===== config.mk =====
export PLATFORM = sky130hd
export DESIGN_NAME = pmcc_top
export DESIGN_NICKNAME = d
export VERILOG_FILES = /design/src/inc/pmcc_pkg.sv /design/src/verilog/pmcc_throttle.sv /design/src/verilog/pmcc_top.sv
export SDC_FILE = /design/constraint.sdc
export NUM_CORES = 1
export LEC_CHECK = 0
export BUFFER_PORTS_ARGS = -buffer_cell sky130_fd_sc_hd__buf_4
export CAP_MARGIN = 5
export CORE_ASPECT_RATIO = 1.4
export CORE_MARGIN = 2
export CORE_UTILIZATION = 31
export CTS_CLUSTER_DIAMETER = 100
export DETAILED_ROUTE_END_ITERATION = 12
export PLACE_DENSITY_LB_ADDON = 0.2
export SYNTH_ARGS = -nofsm -noshare
export SYNTH_HDL_FRONTEND = slang
export SYNTH_HIERARCHICAL = 1
export SYNTH_SLANG_ARGS = --single-unit

===== constraint.sdc =====
create_clock -name mclk_i -period 3.9 [get_ports mclk_i]
set_input_delay 0.195 -clock mclk_i [delete_from_list [all_inputs] [get_ports mclk_i]]
set_output_delay 0.195 -clock mclk_i [all_outputs]
set_load 0.01 [all_outputs]

===== src/inc/pmcc_pkg.sv =====
// shared constants and types for the pm event enable and cpu clock control block
package pmcc_pkg;

  // ==========================================================================
  // register offsets from the power-management i/o base
  // ==========================================================================
  localparam logic [7:0] PMCC_OFS_STATUS_DW = 8'h0C; // dword that holds the enable half
  localparam logic [7:0] PMCC_OFS_WAKE_EN = 8'h0E;
  localparam logic [7:0] PMCC_OFS_CLK_CTRL = 8'h10;
  localparam logic [7:0] PMCC_OFS_LEVEL_TWO_ENTRY = 8'h14;
  localparam logic [7:0] PMCC_OFS_LEVEL_THREE_ENTRY = 8'h15;

  // ==========================================================================
  // wake_event_enable fields
  // ==========================================================================
  localparam int PMCC_WE_COVER_BIT = 11;
  localparam int PMCC_WE_RING_BIT = 10;
  localparam int PMCC_WE_GPIN_BIT = 9;
  localparam int PMCC_WE_SBUS_BIT = 8;
  localparam int PMCC_WE_THERM_BIT = 0;
  localparam logic [15:0] PMCC_WAKE_EN_MASK = 16'h0F01;
  localparam logic [15:0] PMCC_WAKE_EN_RESET = 16'h0000;

  // ==========================================================================
  // processor_clock_control fields
  // ==========================================================================
  localparam int PMCC_PC_ACTIVE_BIT = 17;
  localparam int PMCC_PC_PCI_STOP_BIT = 13;
  localparam int PMCC_PC_HALT_BIT = 12;
  localparam int PMCC_PC_SLEEP_BIT = 11;
  localparam int PMCC_PC_BURST_BIT = 10;
  localparam int PMCC_PC_CLOCK_CTRL_ENABLE_BIT = 9;
  localparam int PMCC_PC_THROTTLE_BIT = 4;
  localparam int PMCC_PC_DUTY_LSB = 1;
  localparam logic [31:0] PMCC_CLK_CTRL_WMASK = 32'h0000_3E1E;
  localparam logic [31:0] PMCC_CLK_CTRL_RESET = 32'h0000_0000;

  // ==========================================================================
  // counts
  // ==========================================================================
  localparam logic [4:0] PMCC_PCI_IDLE_CLOCKS = 5'h1A; // 26 idle bus clocks
  localparam int PMCC_THROTTLE_SLOTS = 8;
  localparam int PMCC_SLOT_CYCLES_DEFAULT = 16;

  // ==========================================================================
  // event sources, index 0 = thermal .. 4 = cover switch
  // ==========================================================================
  localparam int PMCC_NUM_SRC = 5;
  localparam int PMCC_SRC_BIT [PMCC_NUM_SRC] = '{0, 8, 9, 10, 11};
  localparam logic [4:0] PMCC_SRC_CAN_INT = 5'h15; // thermal, gp input, cover
  localparam logic [4:0] PMCC_SRC_CAN_RSM = 5'h1E; // all but thermal

  // status flags from the status register, msb = cover switch
  typedef struct packed {
    logic cover_switch_status_flag;
    logic ring_status_flag;
    logic gp_input_status_flag;
    logic serial_bus_resume_flag;
    logic thermal_status_flag;
  } pmcc_status_t;

  // i/o request and answer
  typedef struct packed {
    logic rd;
    logic wr;
    logic [7:0] offset;
    logic [3:0] be;
    logic [31:0] wdata;
  } pmcc_io_req_t;

  typedef struct packed {
    logic ack;
    logic [31:0] rdata;
  } pmcc_io_rsp_t;

  typedef enum logic [2:0] {
    PMCC_CC_RUN = 3'b001,
    PMCC_CC_LEVEL_TWO_ENTRY = 3'b010,
    PMCC_CC_LEVEL_THREE_ENTRY = 3'b100
  } pmcc_cc_state_t;

  typedef enum logic [2:0] {
    PMCC_CR_HOLD = 3'b001,
    PMCC_CR_REQ = 3'b010,
    PMCC_CR_STOP = 3'b100
  } pmcc_cr_state_t;

endpackage


===== src/verilog/pmcc_throttle.sv =====
// stop-clock throttle generator with eight equal slots per period
`timescale 1ns/100ps
module pmcc_throttle
  import pmcc_pkg::*;
#(
  parameter int SLOT_CYCLES = PMCC_SLOT_CYCLES_DEFAULT
) (
  // clock and reset
  input wire logic mclk_i,
  input wire logic arst_n_i,
  input wire logic ce_i,
  // control
  input wire logic run_i,
  input wire logic [2:0] duty_i,
  // output
  output logic halt_o
);

  localparam int CW = (SLOT_CYCLES > 1) ? $clog2(SLOT_CYCLES) : 1;
  localparam logic [CW-1:0] SLOT_LAST = CW'(SLOT_CYCLES - 1);

  // ==========================================================================
  // parameter check
  // ==========================================================================
  if (SLOT_CYCLES < 1) begin : g_bad_slot
    $error("pmcc_throttle: SLOT_CYCLES must be at least 1");
  end

  typedef struct packed {
    logic [CW-1:0] cnt;
    logic [2:0] slot;
    logic halt;
  } pmcc_thr_state_t;

  pmcc_thr_state_t st_reg;
  pmcc_thr_state_t st_next;

  // slot counter; halt held for duty slots out of eight
  always_comb begin
    st_next = st_reg;
    if (!run_i) begin
      st_next.cnt = '0;
      st_next.slot = 3'h0;
      st_next.halt = 1'b0;
    end else begin
      if (st_reg.cnt == SLOT_LAST) begin
        st_next.cnt = '0;
        st_next.slot = st_reg.slot + 3'h1; // wraps after eight slots
      end else begin
        st_next.cnt = st_reg.cnt + CW'(1);
      end
      // code 000 is reserved and never throttles
      st_next.halt = (duty_i != 3'h0) && (st_next.slot < duty_i);
    end
  end

  // state register, frozen while ce_i is low
  always_ff @(posedge mclk_i or negedge arst_n_i) begin
    if (!arst_n_i) begin
      st_reg <= '0;
    end else if (ce_i) begin
      st_reg <= st_next;
    end
  end

  assign halt_o = st_reg.halt;

endmodule


===== src/verilog/pmcc_top.sv =====
// pm event enable and cpu clock control: registers, event gating, clock states
//
// Contract
// - cover-switch enable bit 11 gates its flag to smi, sci or resume.
// - ring enable bit 10 gates its flag to resume only.
// - gp-input enable bit 9 gates its flag to smi, sci or resume.
// - serial-bus enable bit 8 gates its flag to resume only, no interrupt.
// - thermal enable bit 0 gates its flag to smi or sci, never resume.
// - wake enable register at 0Eh, 16 bits, resets 00h, bits 15:12 and 7:1 reserved.
// - clock control register at 10h, resets 00h, bits 31:18, 16:14, 8:5 reserved.
// - read-only bit 17 shows clock control active; writes ignored.
// - clock-run enable bit 13 requests pci clock stop after 26 idle clocks.
// - halt enable bit 12 stops the host clock in level three.
// - sleep enable bit 11 asserts cpu sleep in level three.
// - burst enable set: enabled events in clock control reload burst timers.
// - burst enable clear: enabled events break level two or three out to full-speed clocking; throttling goes on.
// - level entry reads act only while clock control enable bit 9 is set.
// - throttle enable bit 4 periodically asserts stop-clock; clear means none.
// - duty field bits 3:1 gives code times 12.5 percent; 000 reserved.
// - level-two entry read enters stop-grant, returns 00h; writes do nothing.
// - level-three entry read enters stop-clock or sleep, returns 00h.
// - status flags set by hardware, cleared only by writing one.
`timescale 1ns/100ps
module pmcc_top
  import pmcc_pkg::*;
#(
  parameter int SLOT_CYCLES = PMCC_SLOT_CYCLES_DEFAULT
) (
  // clock, reset, enable
  input wire logic mclk_i,
  input wire logic arst_n_i,
  input wire logic ce_i,
  // i/o register access relative to the pm base
  input wire pmcc_io_req_t io_req_i,
  output pmcc_io_rsp_t io_rsp_o,
  // status flags and routing from the rest of the pm unit
  input wire pmcc_status_t status_i,
  input wire logic sci_route_i,
  input wire logic break_event_i,
  // event outputs
  output logic system_mgmt_interrupt_n_o,
  output logic os_config_interrupt_o,
  output logic resume_event_o,
  output logic burst_reload_o,
  // processor clock pins
  output logic host_clock_halt_out_n_o,
  output logic host_clk_stop_o,
  output logic cpu_sleep_out_n_o,
  // pci clock-run pin, open drain style
  input wire logic pci_bus_idle_i,
  input wire logic pci_clock_stop_request_n_i,
  output logic pci_clock_stop_request_n_o,
  output logic pci_clock_stop_request_oe_n_o,
  output logic pci_clk_stop_o
);

  // ==========================================================================
  // state
  // ==========================================================================
  typedef struct packed {
    logic [15:0] wake_en;
    logic [31:0] clk_ctrl;
    pmcc_cc_state_t cc_state;
    pmcc_cr_state_t cr_state;
    logic [4:0] idle_cnt;
    logic ack;
    logic [31:0] rdata;
    logic smi;
    logic os_config_interrupt;
    logic rsm;
    logic burst;
    logic halt;
    logic host_stop;
    logic sleep;
    logic cr_out;
    logic cr_oe_n;
    logic pci_stop;
  } pmcc_state_t;

  pmcc_state_t st_reg;
  pmcc_state_t st_next;

  logic [PMCC_NUM_SRC-1:0] flag_vec;
  logic [PMCC_NUM_SRC-1:0] gated;
  logic thr_halt;
  logic thr_run;
  logic cc_active;
  logic int_req;
  logic rsm_req;
  logic sys_event;
  logic [7:0] dword;

  // ==========================================================================
  // event gating
  // ==========================================================================
  // flags stay set until software clears them, so a level here is enough
  assign flag_vec = status_i;

  // one and-gate per source, every clock
  for (genvar i = 0; i < PMCC_NUM_SRC; i++) begin : g_src
    assign gated[i] = flag_vec[i] & st_reg.wake_en[PMCC_SRC_BIT[i]];
  end

  // routing masks keep ring and serial bus off the interrupts,
  // and thermal off resume
  assign int_req = |(gated & PMCC_SRC_CAN_INT);
  assign rsm_req = |(gated & PMCC_SRC_CAN_RSM);
  assign sys_event = (|gated) | break_event_i;

  // ==========================================================================
  // throttle generator
  // ==========================================================================
  // throttling yields to the level states, which hold stop-clock anyway
  assign thr_run = st_reg.clk_ctrl[PMCC_PC_THROTTLE_BIT] &&
                   (st_reg.cc_state == PMCC_CC_RUN);

  pmcc_throttle #(
    .SLOT_CYCLES(SLOT_CYCLES)
  ) u_throttle (
    .mclk_i(mclk_i),
    .arst_n_i(arst_n_i),
    .ce_i(ce_i),
    .run_i(thr_run),
    .duty_i(st_reg.clk_ctrl[PMCC_PC_DUTY_LSB +: 3]),
    .halt_o(thr_halt)
  );

  // active while in a level state or throttling
  assign cc_active = (st_reg.cc_state != PMCC_CC_RUN) | thr_run;
  assign dword = {io_req_i.offset[7:2], 2'b00};

  // ==========================================================================
  // next state
  // ==========================================================================
  always_comb begin
    st_next = st_reg;
    st_next.ack = io_req_i.rd | io_req_i.wr;
    st_next.burst = 1'b0;

    // register writes by byte lane; reserved bits forced to zero
    if (io_req_i.wr) begin
      if (dword == PMCC_OFS_STATUS_DW) begin
        for (int b = 0; b < 2; b++) begin
          if (io_req_i.be[b+2]) begin
            st_next.wake_en[b*8 +: 8] = io_req_i.wdata[16 + b*8 +: 8];
          end
        end
        st_next.wake_en = st_next.wake_en & PMCC_WAKE_EN_MASK;
      end else if (dword == PMCC_OFS_CLK_CTRL) begin
        for (int b = 0; b < 4; b++) begin
          if (io_req_i.be[b]) begin
            st_next.clk_ctrl[b*8 +: 8] = io_req_i.wdata[b*8 +: 8];
          end
        end
        // active bit and reserved bits never take written data
        st_next.clk_ctrl = st_next.clk_ctrl & PMCC_CLK_CTRL_WMASK;
      end
      // writes to the level entry lanes are dropped
    end

    // read data, unmapped and entry lanes return zero
    if (io_req_i.rd) begin
      unique case (dword)
        PMCC_OFS_STATUS_DW: begin
          // low half belongs to the status register, not driven here
          st_next.rdata = {st_reg.wake_en, 16'h0000};
        end
        PMCC_OFS_CLK_CTRL: begin
          st_next.rdata = st_reg.clk_ctrl;
          st_next.rdata[PMCC_PC_ACTIVE_BIT] = cc_active;
        end
        default: begin
          st_next.rdata = 32'h0000_0000;
        end
      endcase
    end

    // clock control state machine
    unique case (st_reg.cc_state)
      PMCC_CC_RUN: begin
        if (io_req_i.rd && (dword == PMCC_OFS_LEVEL_TWO_ENTRY) &&
            st_reg.clk_ctrl[PMCC_PC_CLOCK_CTRL_ENABLE_BIT]) begin
          // lane 1 is level three; it wins if both lanes are read
          if (io_req_i.be[1]) begin
            st_next.cc_state = PMCC_CC_LEVEL_THREE_ENTRY;
          end else if (io_req_i.be[0]) begin
            st_next.cc_state = PMCC_CC_LEVEL_TWO_ENTRY;
          end
        end
        // throttling counts as clock control for bursting
        if (thr_run && sys_event && st_reg.clk_ctrl[PMCC_PC_BURST_BIT]) begin
          st_next.burst = 1'b1;
        end
      end
      PMCC_CC_LEVEL_TWO_ENTRY, PMCC_CC_LEVEL_THREE_ENTRY: begin
        if (sys_event) begin
          if (st_reg.clk_ctrl[PMCC_PC_BURST_BIT]) begin
            st_next.burst = 1'b1;
          end else begin
            st_next.cc_state = PMCC_CC_RUN; // stop break
          end
        end
      end
    endcase

    // event request outputs, routed by the sci select
    st_next.smi = int_req & ~sci_route_i;
    st_next.os_config_interrupt = int_req & sci_route_i;
    st_next.rsm = rsm_req;

    // processor pins follow the next clock state
    st_next.halt = (st_next.cc_state != PMCC_CC_RUN) | thr_halt;
    st_next.host_stop = (st_next.cc_state == PMCC_CC_LEVEL_THREE_ENTRY) &&
                        st_reg.clk_ctrl[PMCC_PC_HALT_BIT];
    st_next.sleep = (st_next.cc_state == PMCC_CC_LEVEL_THREE_ENTRY) &&
                    st_reg.clk_ctrl[PMCC_PC_SLEEP_BIT];

    // pci clock-run: hold the pin low, count idle, then request a stop
    if (!st_reg.clk_ctrl[PMCC_PC_PCI_STOP_BIT]) begin
      st_next.cr_state = PMCC_CR_HOLD;
      st_next.idle_cnt = 5'h00;
    end else begin
      unique case (st_reg.cr_state)
        PMCC_CR_HOLD: begin
          if (!pci_bus_idle_i) begin
            st_next.idle_cnt = 5'h00;
          end else if (st_reg.idle_cnt == PMCC_PCI_IDLE_CLOCKS - 5'h01) begin
            st_next.idle_cnt = 5'h00;
            st_next.cr_state = PMCC_CR_REQ;
          end else begin
            st_next.idle_cnt = st_reg.idle_cnt + 5'h01;
          end
        end
        PMCC_CR_REQ: begin
          // one cycle driven high, then released to the pull-up
          st_next.cr_state = PMCC_CR_STOP;
        end
        PMCC_CR_STOP: begin
          // an agent pulling the pin low wants the clock back
          if (!pci_clock_stop_request_n_i) begin
            st_next.cr_state = PMCC_CR_HOLD;
          end
        end
      endcase
    end
    // pin driven low in hold, high for the request, released while stopped
    st_next.cr_oe_n = st_next.cr_state == PMCC_CR_STOP;
    st_next.cr_out = st_next.cr_state == PMCC_CR_REQ;
    // stop shown only while released and the line stays high
    st_next.pci_stop = (st_reg.cr_state == PMCC_CR_STOP) &&
                       (st_next.cr_state == PMCC_CR_STOP) &&
                       pci_clock_stop_request_n_i;
  end

  // ==========================================================================
  // state register
  // ==========================================================================
  // reset state is constant; ce_i low freezes everything
  always_ff @(posedge mclk_i or negedge arst_n_i) begin
    if (!arst_n_i) begin
      st_reg.wake_en <= PMCC_WAKE_EN_RESET;
      st_reg.clk_ctrl <= PMCC_CLK_CTRL_RESET;
      st_reg.cc_state <= PMCC_CC_RUN;
      st_reg.cr_state <= PMCC_CR_HOLD;
      st_reg.idle_cnt <= 5'h00;
      st_reg.ack <= 1'b0;
      st_reg.rdata <= 32'h0000_0000;
      st_reg.smi <= 1'b0;
      st_reg.os_config_interrupt <= 1'b0;
      st_reg.rsm <= 1'b0;
      st_reg.burst <= 1'b0;
      st_reg.halt <= 1'b0;
      st_reg.host_stop <= 1'b0;
      st_reg.sleep <= 1'b0;
      st_reg.cr_out <= 1'b0;
      st_reg.cr_oe_n <= 1'b0;
      st_reg.pci_stop <= 1'b0;
    end else if (ce_i) begin
      st_reg <= st_next;
    end
  end

  // ==========================================================================
  // outputs
  // ==========================================================================
  // outputs come straight from state, so ce_i low holds them as they stand
  assign io_rsp_o.ack = st_reg.ack;
  assign io_rsp_o.rdata = st_reg.rdata;
  assign system_mgmt_interrupt_n_o = ~st_reg.smi;
  assign os_config_interrupt_o = st_reg.os_config_interrupt;
  assign resume_event_o = st_reg.rsm;
  assign burst_reload_o = st_reg.burst;
  assign host_clock_halt_out_n_o = ~st_reg.halt;
  assign host_clk_stop_o = st_reg.host_stop;
  assign cpu_sleep_out_n_o = ~st_reg.sleep;
  assign pci_clock_stop_request_n_o = st_reg.cr_out;
  assign pci_clock_stop_request_oe_n_o = st_reg.cr_oe_n;
  assign pci_clk_stop_o = st_reg.pci_stop;

endmodule


* Yosys cells after proc, flatten, opt, wreduce, memory -nomap -nowiden
Index checks and enable logic that the tools add are counted.
** Storage, ports and cells
- Flip-flop bits (word level) :: 76
- Bits of input ports :: 58
- Output and inout bits :: 43
- Word-level logic and storage cells :: 103
** Operators by class
- Add/sub/neg operators :: 3
- $lt $le $gt $ge :: 1
- Eq/ne operators :: 17
- Muxes and demuxes :: 23
- Bitwise gates (word level) :: 16
- Reductions and logical operators :: 21
** Operator list (count)
- case mux 28 bit (2 select lines) :: 1
- two-way mux 3 bit :: 10
- two-way mux 8 bit :: 2
- two-way mux 5 bit :: 3
- equality test 3 bit, second input constant :: 4
- equality test 6 x 3 -> 1 bit, second input constant :: 2
- logical AND 1 bit :: 10
- AND reduction 5 bit :: 2
- equality test 3 x 2 -> 1 bit, second input constant :: 3
- case mux 3 bit (3 select lines) :: 1
- AND reduction 4 bit :: 2
- AND 1 bit :: 7
- equality test 3 x 1 -> 1 bit, second input constant :: 2
- equality test 6 x 2 -> 1 bit, second input constant :: 1
- != test 3 x 1 -> 1 bit, second input constant :: 2
- case mux 3 bit (2 select lines) :: 1
- adder 5 x 1 -> 5 bit, second input constant :: 1
- equality test 5 bit, second input constant :: 1
- inverter 1 bit :: 5
- OR reduction 5 bit :: 1
- adder 4 x 1 -> 4 bit, second input constant :: 1
- equality test 4 bit, second input constant :: 1
- two-way mux 4 bit :: 1
- OR 1 bit :: 4
- 10 further kinds :: 13

* Longest topological paths before layout
Gate-level depths: netlist of run 1.
- Depth after elaboration :: 8
- Depth in mapped cells :: 8
- Gate-level depth less buffers :: 8

* Modules after synthesis
Netlist of run 1, hierarchy kept.
** By module, submodules not included
- pmcc_top :: instances 1, cells an instance 263, area an instance 2607.5 um^2, sequential area each 1278.7 um^2
- pmcc_throttle :: instances 1, cells an instance 56, area an instance 530.5 um^2, sequential area each 200.2 um^2

* Worst setup path before layout of run 1
Ideal clock, no wire load.
- Path kind :: reg2reg
- Start point :: register u_throttle/st_reg[4] in the netlist's numbering
- End point :: register u_throttle.st_reg (netlist bit u_throttle/halt_o)
- Setup time :: 0.088 ns
- Data arrival time :: 1.775 ns
- Data required time :: 3.812 ns
- Slack :: 2.036 ns
- Stages on the path, launching flop included :: 8
- Path buffers :: 0
- Period minus slack after synthesis :: 1.864 ns
- Cell sequence :: dfrtp_1 > ha_1 > nand4_1 > xnor2_1 > ha_1 > and2_0 > o41a_1 > a41oi_1
** Between the ends
- Cells in the longest elaborated chain, start to end :: 6
** RTL lines
- start: declaration :: line pmcc_throttle.sv:35 : pmcc_thr_state_t st_reg;
- start signal: assignment :: line pmcc_throttle.sv:62 : st_reg <= st_next;
- equality test 4 bit :: line pmcc_throttle.sv:46 : if (st_reg.cnt == SLOT_LAST) begin
- two-way mux 3 bit :: line pmcc_throttle.sv:46
- two-way mux 3 bit :: line pmcc_throttle.sv:41 : if (!run_i) begin
- less-than comparator 3 bit :: line pmcc_throttle.sv:53 : st_next.halt = (duty_i != 3'h0) && (st_next.slot < duty_i);
- logical AND 1 bit :: line pmcc_throttle.sv:53
- two-way mux 8 bit :: line pmcc_throttle.sv:41
No other way between the ends. The select of a mux whose other input is x is not followed.
A chain may end at the register's enable or synchronous reset.

* Final worst setup path of run 1
Same ends and word-level chain as after synthesis.

==> flow_summary.ini, run 1 <==
[outcome]
status = complete, no violations

[timing]
timing.final.max_slew_violations = 0
fmax_mhz = 487
setup_ws_ps = 1850
period_minus_slack_ps = 2050
relSlewSlack_pct = 43.4
fin_skew_ps = 5.79
setup-violations-final = 0
final-hold-violation-count = 0
fin_setup_tns_ps = 0
worst_slew_pin_slew_ps = 839
rsz0062_at_grt = no
finalCritPeriodShare_pct = 52.6

[place]
port_buffers = 63
place.gp.congestion = 0.822
pre_cts_ws_ps = 1790
post-dp-hpwl_mm = 5.01

[finish]
areaGrowthSynthToFinish_pct = 23.8
fillers = 1004
n_antenna_cell = 0
layout-drive-gt1-share_pct = 27.3
nNetsFinal = 433
largest_reg_flops = 28

[clocking]
cts.path.max_buffers = 2
cts_buffers = 9
cts.hold.buffers_added = 1
cts_tree = done
htree_levels = 3
ctsResizeCount = 0
clkSinkCount = 59
cts-root-buf = clkbuf_16
clk_latency_ps = 320
post_cts_buffers = 0
clk_pin_slew_ps = 60

[floorplanning]
ios = 101
fp.dieH_um = 123
die-area_um2 = 11000
start_util_pct = 31.7
rows = 43
die_w_um = 89.0
core_region_area_um2 = 9900

[global_route]
antenna_found_initial = 0
grt.total_usage_pct = 13.4
grt_overflow_total = 0
first_global_vias = 2343
grt_pass1_wl_mm = 11.1
grt_max_degree = 60

[synth]
synth_edf_count = 0
synth.most_common_cell = dfrtp_1
yosys_warnings = 6
synth_ff_type = dfrtp_1
synth-seq-cells = 59
synth_cells = 319
synth_common_cells = 57 x dfrtp_1, 40 x nand2_1, 33 x buf_4, 21 x inv_1, 19 x o21ai_0
synth_area_um2 = 3140
syn_area_per_cell_um2 = 9.84
async_flop_share_pct = 100
yosysTopAreaCell = dfrtp_1
synth_seq_area_share_pct = 47.1
ys_types = 57
synth_area_leaders = dfrtp_1 45%, buf_4 7.9%, mux2_2 5.0%
synthDominantCellAreaShare_pct = 45.5

[worst_setup_path]
end_kind = register
path_cells = ha_1, nand4_1, xnor2_1, ha_1, and2_0, o41a_1, a41oi_1
max_stage_delay_ps = 380
path_depth = 7
worst_r2r_path_depth = 7
cp.required_ps = 4140
worst_setup_path_start_kind = register
critPathTopFamily = adder cells
cp_max_fo = 7
slowest_stage = dfrtp_1
cpMostUsedCell = ha_1
worst-setup-path-type = reg2reg
critical_path_arrival_ps = 2290
worst-path-buf-inv = 0

[detailed_routing]
wl_per_cell_um = 13.5
drt_first_pass_iters = 4
routed_wl_mm = 6.85
drc_errors = 0
vias_per_cell = 4.65
drtAntennaViolNets = 0
vias = 2369
drt_iter0_drc = 57

[flow_run]
max-cap-violations = 0

[power_and_ir_drop]
powerDensity_nw_per_um2 = 438
power.leakage_nw = 1.85
ir_drop_v = 0.000175

[min_path]
hold_depth = 2
hp-class = in2reg
## layout by cell type (no fill, tap or decap), types with 2 or more instances in the layout
master and instances:
and4b_1 2, conb_1 17, and2_0 2, dfrtp_1 57, nor3_1 2, a21oi_1 11
mux2_2 14, a22oi_1 3, and3_1 2, o22ai_1 5, nand3b_1 3, inv_6 2
o31ai_1 4, ha_1 6, a22o_1 2, o311ai_0 2, nor2_1 11, nand2_1 40
mux2i_1 2, clkbuf_16 9, dfstp_2 2, clkinvlp_4 3, nand2b_1 6, o21ai_0 19
nand4_1 5, nand3_1 18, o32ai_1 3, a31oi_1 3, and2_1 2, buf_4 64
inv_1 21, nor2b_1 5, bufinv_16 2
## metal layers
metal / share of wire, % / global-route usage (%) / wire length [um]
met1: 41 / 15.2 / 2810
met2: 53 / 23.2 / 3640
met3: 3.7 / 3.67 / 255
met4: 2.0 / 6.06 / 138
met5: 0 / 0 / 0
## area by class of cell
type	count	area (um2)	share of cell area [%]
flip-flops and latches	59	1480	38.1
multi-input cells	213	1340	34.6
repair buffers	65	490	12.6
clock buffers	9	225	5.80
well taps	135	169	4.35
clock inverters	7	100	2.58
inverters	21	78.8	2.03
## cell families (layout without fill, tap and decap cells)
| kind of cell | Yosys count | after routing | share of synthesized area (%) |
|---|---|---|---|
| compound gates | 63 | 63 | 13.0 |
| xor+xnor | 2 | 2 | 0.558 |
| fa+ha+maj | 6 | 6 | 2.39 |
| buf+inv | 63 | 102 | 12.0 |
| flops | 59 | 59 | 47.1 |
| mux | 17 | 17 | 6.02 |
| other cells | 1 | 17 | 0.120 |
| simple gates | 108 | 108 | 18.7 |
## worst paths after layout
| check | start | to | slack, ps |
|---|---|---|---|
| worst max register to register | u_throttle/st_reg[4]$_DFFE_PN0P_ | u_throttle/halt_o$_DFFE_PN0P_ | 1850 |
| max in group asynchronous | arst_n_i | io_rsp_o[12]$_DFFE_PN0P_ | 2900 |
| worst max-delay path | u_throttle/st_reg[4]$_DFFE_PN0P_ | u_throttle/halt_o$_DFFE_PN0P_ | 1850 |
| min in group asynchronous | arst_n_i | pci_clock_stop_request_n_o$_DFFE_PN0P_ | 480 |
| worst min register to register | io_rsp_o[2]$_DFFE_PN0P_ | io_rsp_o[2]$_DFFE_PN0P_ | 460 |
| worst min-delay path | io_req_i[12] | st_reg[66]$_DFFE_PN0P_ | 90 |
## per-stage QoR
step | instances | hold WS [ps] | instance area [um2] | power [W] | util [%]
after floorplan | 335 | -101 | 3200 | 0.000790 | -
after global placement | 492 | 327 | 3550 | 0.000857 | 35.9
after detailed placement | 492 | 330 | 3550 | 0.000860 | 35.9
after CTS | 509 | 74.9 | 3880 | 0.00173 | 39.2
after global routing | 509 | 75.5 | 3880 | 0.00179 | 39.2
final | 509 | 86.2 | 3880 | 0.00170 | 39.2
## report_power, final
part	switching, W	internal [W]
Combinational	0.0000979	0.0000774
Clock	0.000290	0.000563
Sequential	0.0000326	0.000641
Total	0.000421	0.00128
Note: power is estimated with default switching activity, not from simulation.
==> run 2: changes to the inputs <==
==> constraint.sdc (replaced) <==
create_clock -name mclk_i -period 1.8 [get_ports mclk_i]
set_input_delay 0.09 -clock mclk_i [delete_from_list [all_inputs] [get_ports mclk_i]]
set_output_delay 0.09 -clock mclk_i [all_outputs]
set_load 0.01 [all_outputs]
==> run 2 against run 1 <==
The run now ends with negative setup slack left; design area up 8.2%; hold slack lost 82 ps; fmax increased by 12%; non-clock buffer count is 38 higher; power grew 110%; via count is 7.9% higher; register-to-register slack got worse by 1900 ps; first-iteration DRC count increased by 42%; sequential power is 120% higher; sequential share of layout area down 2.9 points; critical path depth unchanged; largest power group unchanged; highest routed layer unchanged.
==> flow_summary.ini, run 2 (synthesis results as in run 1) <==
[timing]
period_minus_slack_ps = 1830
hold_ws_ps = 4.54
rsz0062_at_grt = yes
relSlewSlack_pct = 48.9
timing.final.max_slew_violations = 0
worst_slew_pin_slew_ps = 766
finalCritPeriodShare_pct = 102
setup_ws_ps = -33.4
fmax_mhz = 545
fin_skew_ps = 5.48
setup-violations-final = 1
final-hold-violation-count = 0

[power_and_ir_drop]
total_power_w = 0.00361
comb_power_share_pct = 13.4
powerDensity_nw_per_um2 = 858
p_clk_share_pct = 46.4
power.leakage_nw = 2.02
p_sw_w = 0.000918
intPower_w = 0.00269
pwr-share-seq_pct = 40.1
ir_drop_v = 0.000361
switching_share_pct = 25.5

[worst_setup_path]
cp_max_fo = 3
critical_path_arrival_ps = 2080
worst_setup_path_start_kind = register
worst-setup-path-type = reg2reg
slowest_stage = dfrtp_1
max_stage_delay_ps = 390
worst-path-buf-inv = 0
cp.required_ps = 2050
end_kind = register
critPathTopFamily = compound AO/OA/AOI/OAI gates
path_cells = ha_4, nand4_1, xnor2_1, ha_1, and2_1, o41a_1, a41oi_2

[clocking]
clk_latency_ps = 330
cts_tree = done
cts_buffers = 9
cts.path.max_buffers = 2
htree_levels = 3
cts-root-buf = clkbuf_16
clk_pin_slew_ps = 50
clkSinkCount = 59

[detailed_routing]
drt_first_pass_iters = 5
wl_per_cell_um = 13.4
drc_errors = 0
vias_per_cell = 4.67
drt_iter0_drc = 81
vias = 2555
drtAntennaViolNets = 0
routed_wl_mm = 7.33

[finish]
largest_reg_flops = 28
nNetsFinal = 471
layout-drive-gt1-share_pct = 32.0
post-route-util_pct = 42.5
areaGrowthSynthToFinish_pct = 34.0
final_cell_mix = 89 x buf_4, 57 x dfrtp_1, 40 x nand2_1, 21 x inv_1, 19 x o21ai_0
final_cells = 547
n_antenna_cell = 0
final_common_cell = buf_4
fillers = 987

[place]
place.gp.congestion = 0.739
post-dp-hpwl_mm = 5.28
dp_cells = 513
port_buffers = 63

[global_route]
gr-usage-met3_pct = 3.34
first_global_vias = 2543
use_met1_pct = 16.3
busiest_layer = met2
grt.total_usage_pct = 14.3
grt_overflow_total = 0
grt_use_met2_pct = 25.1
grt_pass1_wl_mm = 12.0
grt_max_degree = 60
antenna_found_initial = 0

[min_path]
hp-class = in2reg

[outcome]
failed_checks = negative setup slack
status = finished with violations

[floorplanning]
core_region_area_um2 = 9900
die-area_um2 = 11000
rows = 43
start_util_pct = 31.7
die_w_um = 89.0
ios = 101
fp.dieH_um = 123

[flow_run]
max-cap-violations = 0
==> run 2: changes by cell type in the layout (fill, tap and decap cells not counted), sizes merged <==
cell / before / now
buf: 64 / 89
dlygate4sd3: 1 / 14
clkinv: 0 / 4
inv: 23 / 21
bufinv: 2 / 1
clkinvlp: 3 / 2
==> run 2: cell type report <==
| type | count | area (um2) | share of cell area, % |
|---|---|---|---|
| clock buffers | 9 | 225 | 5.36 |
| clock inverters | 7 | 68.8 | 1.64 |
| inverters | 21 | 78.8 | 1.87 |
| multi-input cells | 213 | 1380 | 32.7 |
| flip-flops and latches | 59 | 1480 | 35.2 |
| well taps | 135 | 169 | 4.02 |
| repair buffers | 103 | 808 | 19.2 |
==> run 2: worst paths after layout <==
check / start / endpoint / cells after the start / slack (ps)
hold reg to reg: io_rsp_o[13]$_DFFE_PN0P_ / io_rsp_o[13]$_DFFE_PN0P_ / 2 / 460
hold / removal: io_req_i[25] / st_reg[95]$_DFFE_PN0P_ / 2 / 5
setup reg to reg: u_throttle/st_reg[5]$_DFFE_PN0P_ / u_throttle/halt_o$_DFFE_PN0P_ / 7 / -30
max in group asynchronous: arst_n_i / st_reg[66]$_DFFE_PN0P_ / 2 / 910
min in group asynchronous: arst_n_i / pci_clk_stop_o$_DFFE_PN0P_ / 2 / 370
setup / recovery: u_throttle/st_reg[5]$_DFFE_PN0P_ / u_throttle/halt_o$_DFFE_PN0P_ / 7 / -30
==> run 2: power groups by stage <==
stage | combinational (W) | sequential [W] | clock [W]
detailed placement | 0.000456 | 0.00147 | 0
global route | 0.000545 | 0.00146 | 0.00177
finish | 0.000485 | 0.00145 | 0.00167
global placement | 0.000451 | 0.00147 | 0
floorplan | 0.000253 | 0.00146 | 0
CTS | 0.000486 | 0.00145 | 0.00172
==> run 2: through the flow <==
stage | area (um2) | TNS (ps) | worst slack [ps]
6_report | 4210 | -33.4 | -33.4
5_1_grt | 4210 | -144 | -144
4_1_cts | 4190 | -35.5 | -35.5
3_5_place_dp | 3730 | -45.2 | -45.2
3_3_place_gp | 3730 | 0 | 28.1
2_1_floorplan | 3220 | -1.31 | -1.31
==> run 2: what timing repair did <==
action,CTS,global route
resized for setup,1,4
buffers inserted,3,1
endpoints found under the hold margin,70,0
pin swaps,5,3
gates cloned,0,0
hold buffers,14,0
setup endpoints to repair,1,4
==> run 2: worst register-to-register path, cell delays in order, from the launching register on <==
cell     delay [ps]
dfrtp_1         390
ha_4            160
nand4_1         130
xnor2_1         200
ha_1            260
and2_1          140
o41a_1          320
a41oi_2         160
==> run 2: routing by layer <==
metal | share of wire, % | vias to the layer above
met3 | 3.8 | 12
met5 | 0 | -
met2 | 53 | 63
met4 | 2.3 | 0
met1 | 41 | 1227
li1 | - | 1253
==> run 3: changes to the inputs <==
--- a/config.mk
+++ b/config.mk
@@ -15,5 +15,4 @@
 export PLACE_DENSITY_LB_ADDON = 0.2
 export SYNTH_ARGS = -nofsm -noshare
 export SYNTH_HDL_FRONTEND = slang
-export SYNTH_HIERARCHICAL = 1
 export SYNTH_SLANG_ARGS = --single-unit
==> run 3 against run 2 <==
The run now ends clean; synthesized area down 0.32%; critical path depth unchanged; register-to-register slack better by 70 ps; worst setup slack better by 67 ps; power down 2.6%; count of clock-buffer cells in the layout up 3; synthesized cell count up 0.31%; utilization down 0.15 points; via count down 3.8%; die area down 0.31%; hold slack better by 16 ps; highest routed layer unchanged.
==> flow_summary.ini, run 3 <==
[finish]
nNetsFinal = 468
post-route-util_pct = 42.3
fillers = 963
seqCellArea_um2 = 1480
areaGrowthSynthToFinish_pct = 33.2
layout-drive-gt1-share_pct = 30.8
multiInputGateArea_um2 = 1380
final_common_cell = buf_4
final_cell_mix = 86 x buf_4, 57 x dfrtp_1, 43 x nand2_1, 32 x o21ai_0
n_antenna_cell = 0
largest_reg_flops = 28

[timing]
fmax_mhz = 566
fin_setup_tns_ps = 0
timing.final.max_slew_violations = 0
final-hold-violation-count = 0
fin_skew_ps = 5.56
period_minus_slack_ps = 1770
setup-violations-final = 0
finalCritPeriodShare_pct = 98.1
relSlewSlack_pct = 48.9
worst_slew_pin_slew_ps = 767
setup_ws_ps = 34.0
rsz0062_at_grt = yes

[min_path]
hold_depth = 3
hp-class = in2reg
min_to = os_config_interrupt_o$_DFFE_PN0P_
min_from = sci_route_i

[worst_setup_path]
worst_r2r_path_depth = 7
path_cells = ha_2, nand3_2, mux2_4, ha_4, a21boi_2, o21ai_1, a31o_2
slowest_stage = dfrtp_1
cp.required_ps = 2010
worst-setup-path-type = reg2reg
critPathTopFamily = adder cells
reg2reg_from = u_throttle.st_reg[5]$_DFFE_PN0P_
r2r-end = u_throttle.halt_o$_DFFE_PN0P_
r2r_slack_ps = 30
critical_path_arrival_ps = 1980
path_depth = 7
worst_setup_path_start_kind = register
max_stage_delay_ps = 380
end_kind = register
worst-path-buf-inv = 0
cp_max_fo = 3

[detailed_routing]
routed_wl_mm = 7.11
drt_iter0_drc = 112
wl_per_cell_um = 13.1
vias = 2457
drc_errors = 0
drtAntennaViolNets = 0
drt_first_pass_iters = 4
vias_per_cell = 4.52

[synth]
synth_seq_area_share_pct = 47.3
synthDominantCellAreaShare_pct = 45.6
synth_ff_type = dfrtp_1
synth_cells = 320
synth.most_common_cell = dfrtp_1
async_flop_share_pct = 100
synth_common_cells = 57 x dfrtp_1, 43 x nand2_1, 33 x buf_4, 33 x o21ai_0, 17 x inv_1
synth_area_leaders = dfrtp_1 46%, buf_4 7.9%, o21ai_0 5.3%
yosys_warnings = 0
yosysTopAreaCell = dfrtp_1
syn_area_per_cell_um2 = 9.78
synth-seq-cells = 59
synth_area_um2 = 3130
ys_types = 54
synth_edf_count = 0

[place]
port_buffers = 63
place.gp.congestion = 0.771
post-dp-hpwl_mm = 5.32
pre_cts_ws_ps = -13.1

[power_and_ir_drop]
total_power_w = 0.00351
powerDensity_nw_per_um2 = 842
ir_drop_v = 0.000469
power.leakage_nw = 1.97

[global_route]
grt.total_usage_pct = 14.0
grt_pass1_wl_mm = 11.4
antenna_found_initial = 0
grt_overflow_total = 0
first_global_vias = 2385
grt_max_degree = 60

[floorplanning]
rows = 43
core_region_area_um2 = 9850
die-area_um2 = 10900
die_w_um = 88.9
fp.dieH_um = 123
start_util_pct = 31.8
ios = 101

[clocking]
clk_pin_slew_ps = 50
cts_tree = done
clk_latency_ps = 330
clkSinkCount = 59
cts-root-buf = clkbuf_16
cts_buffers = 9
cts.path.max_buffers = 2
htree_levels = 3

[outcome]
status = complete, no violations

[flow_run]
max-cap-violations = 0
run 3: changes by cell type after synthesis, moves of 4 or more:
cell,delta
o21ai_0,+14
mux2_2,-11
mux2_1,+7
nand3_1,-5
a21oi_1,-4
inv_1,-4
mux2_4,+4
nor2_1,+4
run 3: how the worst max path moves through the flow:
stage                                     start                       endpoint
2_1_floorplan  u_throttle.st_reg[4]$_DFFE_PN0P_  u_throttle.halt_o$_DFFE_PN0P_
3_3_place_gp   u_throttle.st_reg[5]$_DFFE_PN0P_  u_throttle.halt_o$_DFFE_PN0P_
3_5_place_dp   u_throttle.st_reg[5]$_DFFE_PN0P_  u_throttle.halt_o$_DFFE_PN0P_
4_1_cts        u_throttle.st_reg[4]$_DFFE_PN0P_  u_throttle.halt_o$_DFFE_PN0P_
5_1_grt        u_throttle.st_reg[2]$_DFFE_PN0P_  u_throttle.halt_o$_DFFE_PN0P_
6_report       u_throttle.st_reg[5]$_DFFE_PN0P_  u_throttle.halt_o$_DFFE_PN0P_
run 3: layer usage:
| layer | global-route usage, % | vias up | wire (um) |
|---|---|---|---|
| met5 | 0 | - | 0 |
| met4 | 7.39 | 0 | 138 |
| met3 | 2.29 | 9 | 252 |
| met2 | 23.5 | 54 | 3700 |
| met1 | 16.8 | 1166 | 3020 |
| li1 | - | 1228 | - |
run 3: power breakdown:
group | switching [W] | leakage [nW] | internal, W
logic | 0.000261 | 1.04 | 0.000226
clock network | 0.000591 | 0.135 | 0.00100
registers | 0.0000485 | 0.797 | 0.00139
total | 0.000900 | 1.97 | 0.00261
run 3: cells by family after synthesis:
kind of cell	synth area share, %
AOI/OAI and AO/OA	14.1
xor gates and xnor gates	1.12
other	0.120
adders and majority gates	2.40
and+or+nand+nor	17.2
buffers and inverters	11.6
DFF	47.3
muxes	6.20
run 3: layout make-up:
class / instances / share of cell area [%]
Clock inverter: 4 / 0.600
Timing Repair Buffer: 101 / 19.1
Multi-Input combinational cell: 215 / 33.0
Inverter: 18 / 1.62
Sequential cell: 59 / 35.5
Clock buffer: 12 / 6.15
Tap cell: 135 / 4.05
run 3: worst register-to-register path: stages, from the launching register on:
cell      delay, ps
dfrtp_1         380
ha_2            200
nand3_2          90
mux2_4          330
ha_4            250
a21boi_2        130
o21ai_1          60
a31o_2          220
run 3: what timing repair did:
item / 4_1_cts / 5_1_grt
gates resized for setup: 2 / 2
hold buffers: 15 / 0
setup endpoints to repair: 1 / 1
hold endpoints to repair: 71 / 0
pin swaps: 1 / 3
buffers inserted: 0 / 2
run 3: stage by stage:
| step | hold WS (ps) | cells | area (um2) |
|---|---|---|---|
| after floorplan | -206 | 336 | 3200 |
| after global placement | 217 | 511 | 3700 |
| after detailed placement | 224 | 511 | 3700 |
| after CTS | 7.58 | 542 | 4140 |
| after global routing | 17.9 | 544 | 4170 |
| final | 20.1 | 544 | 4170 |
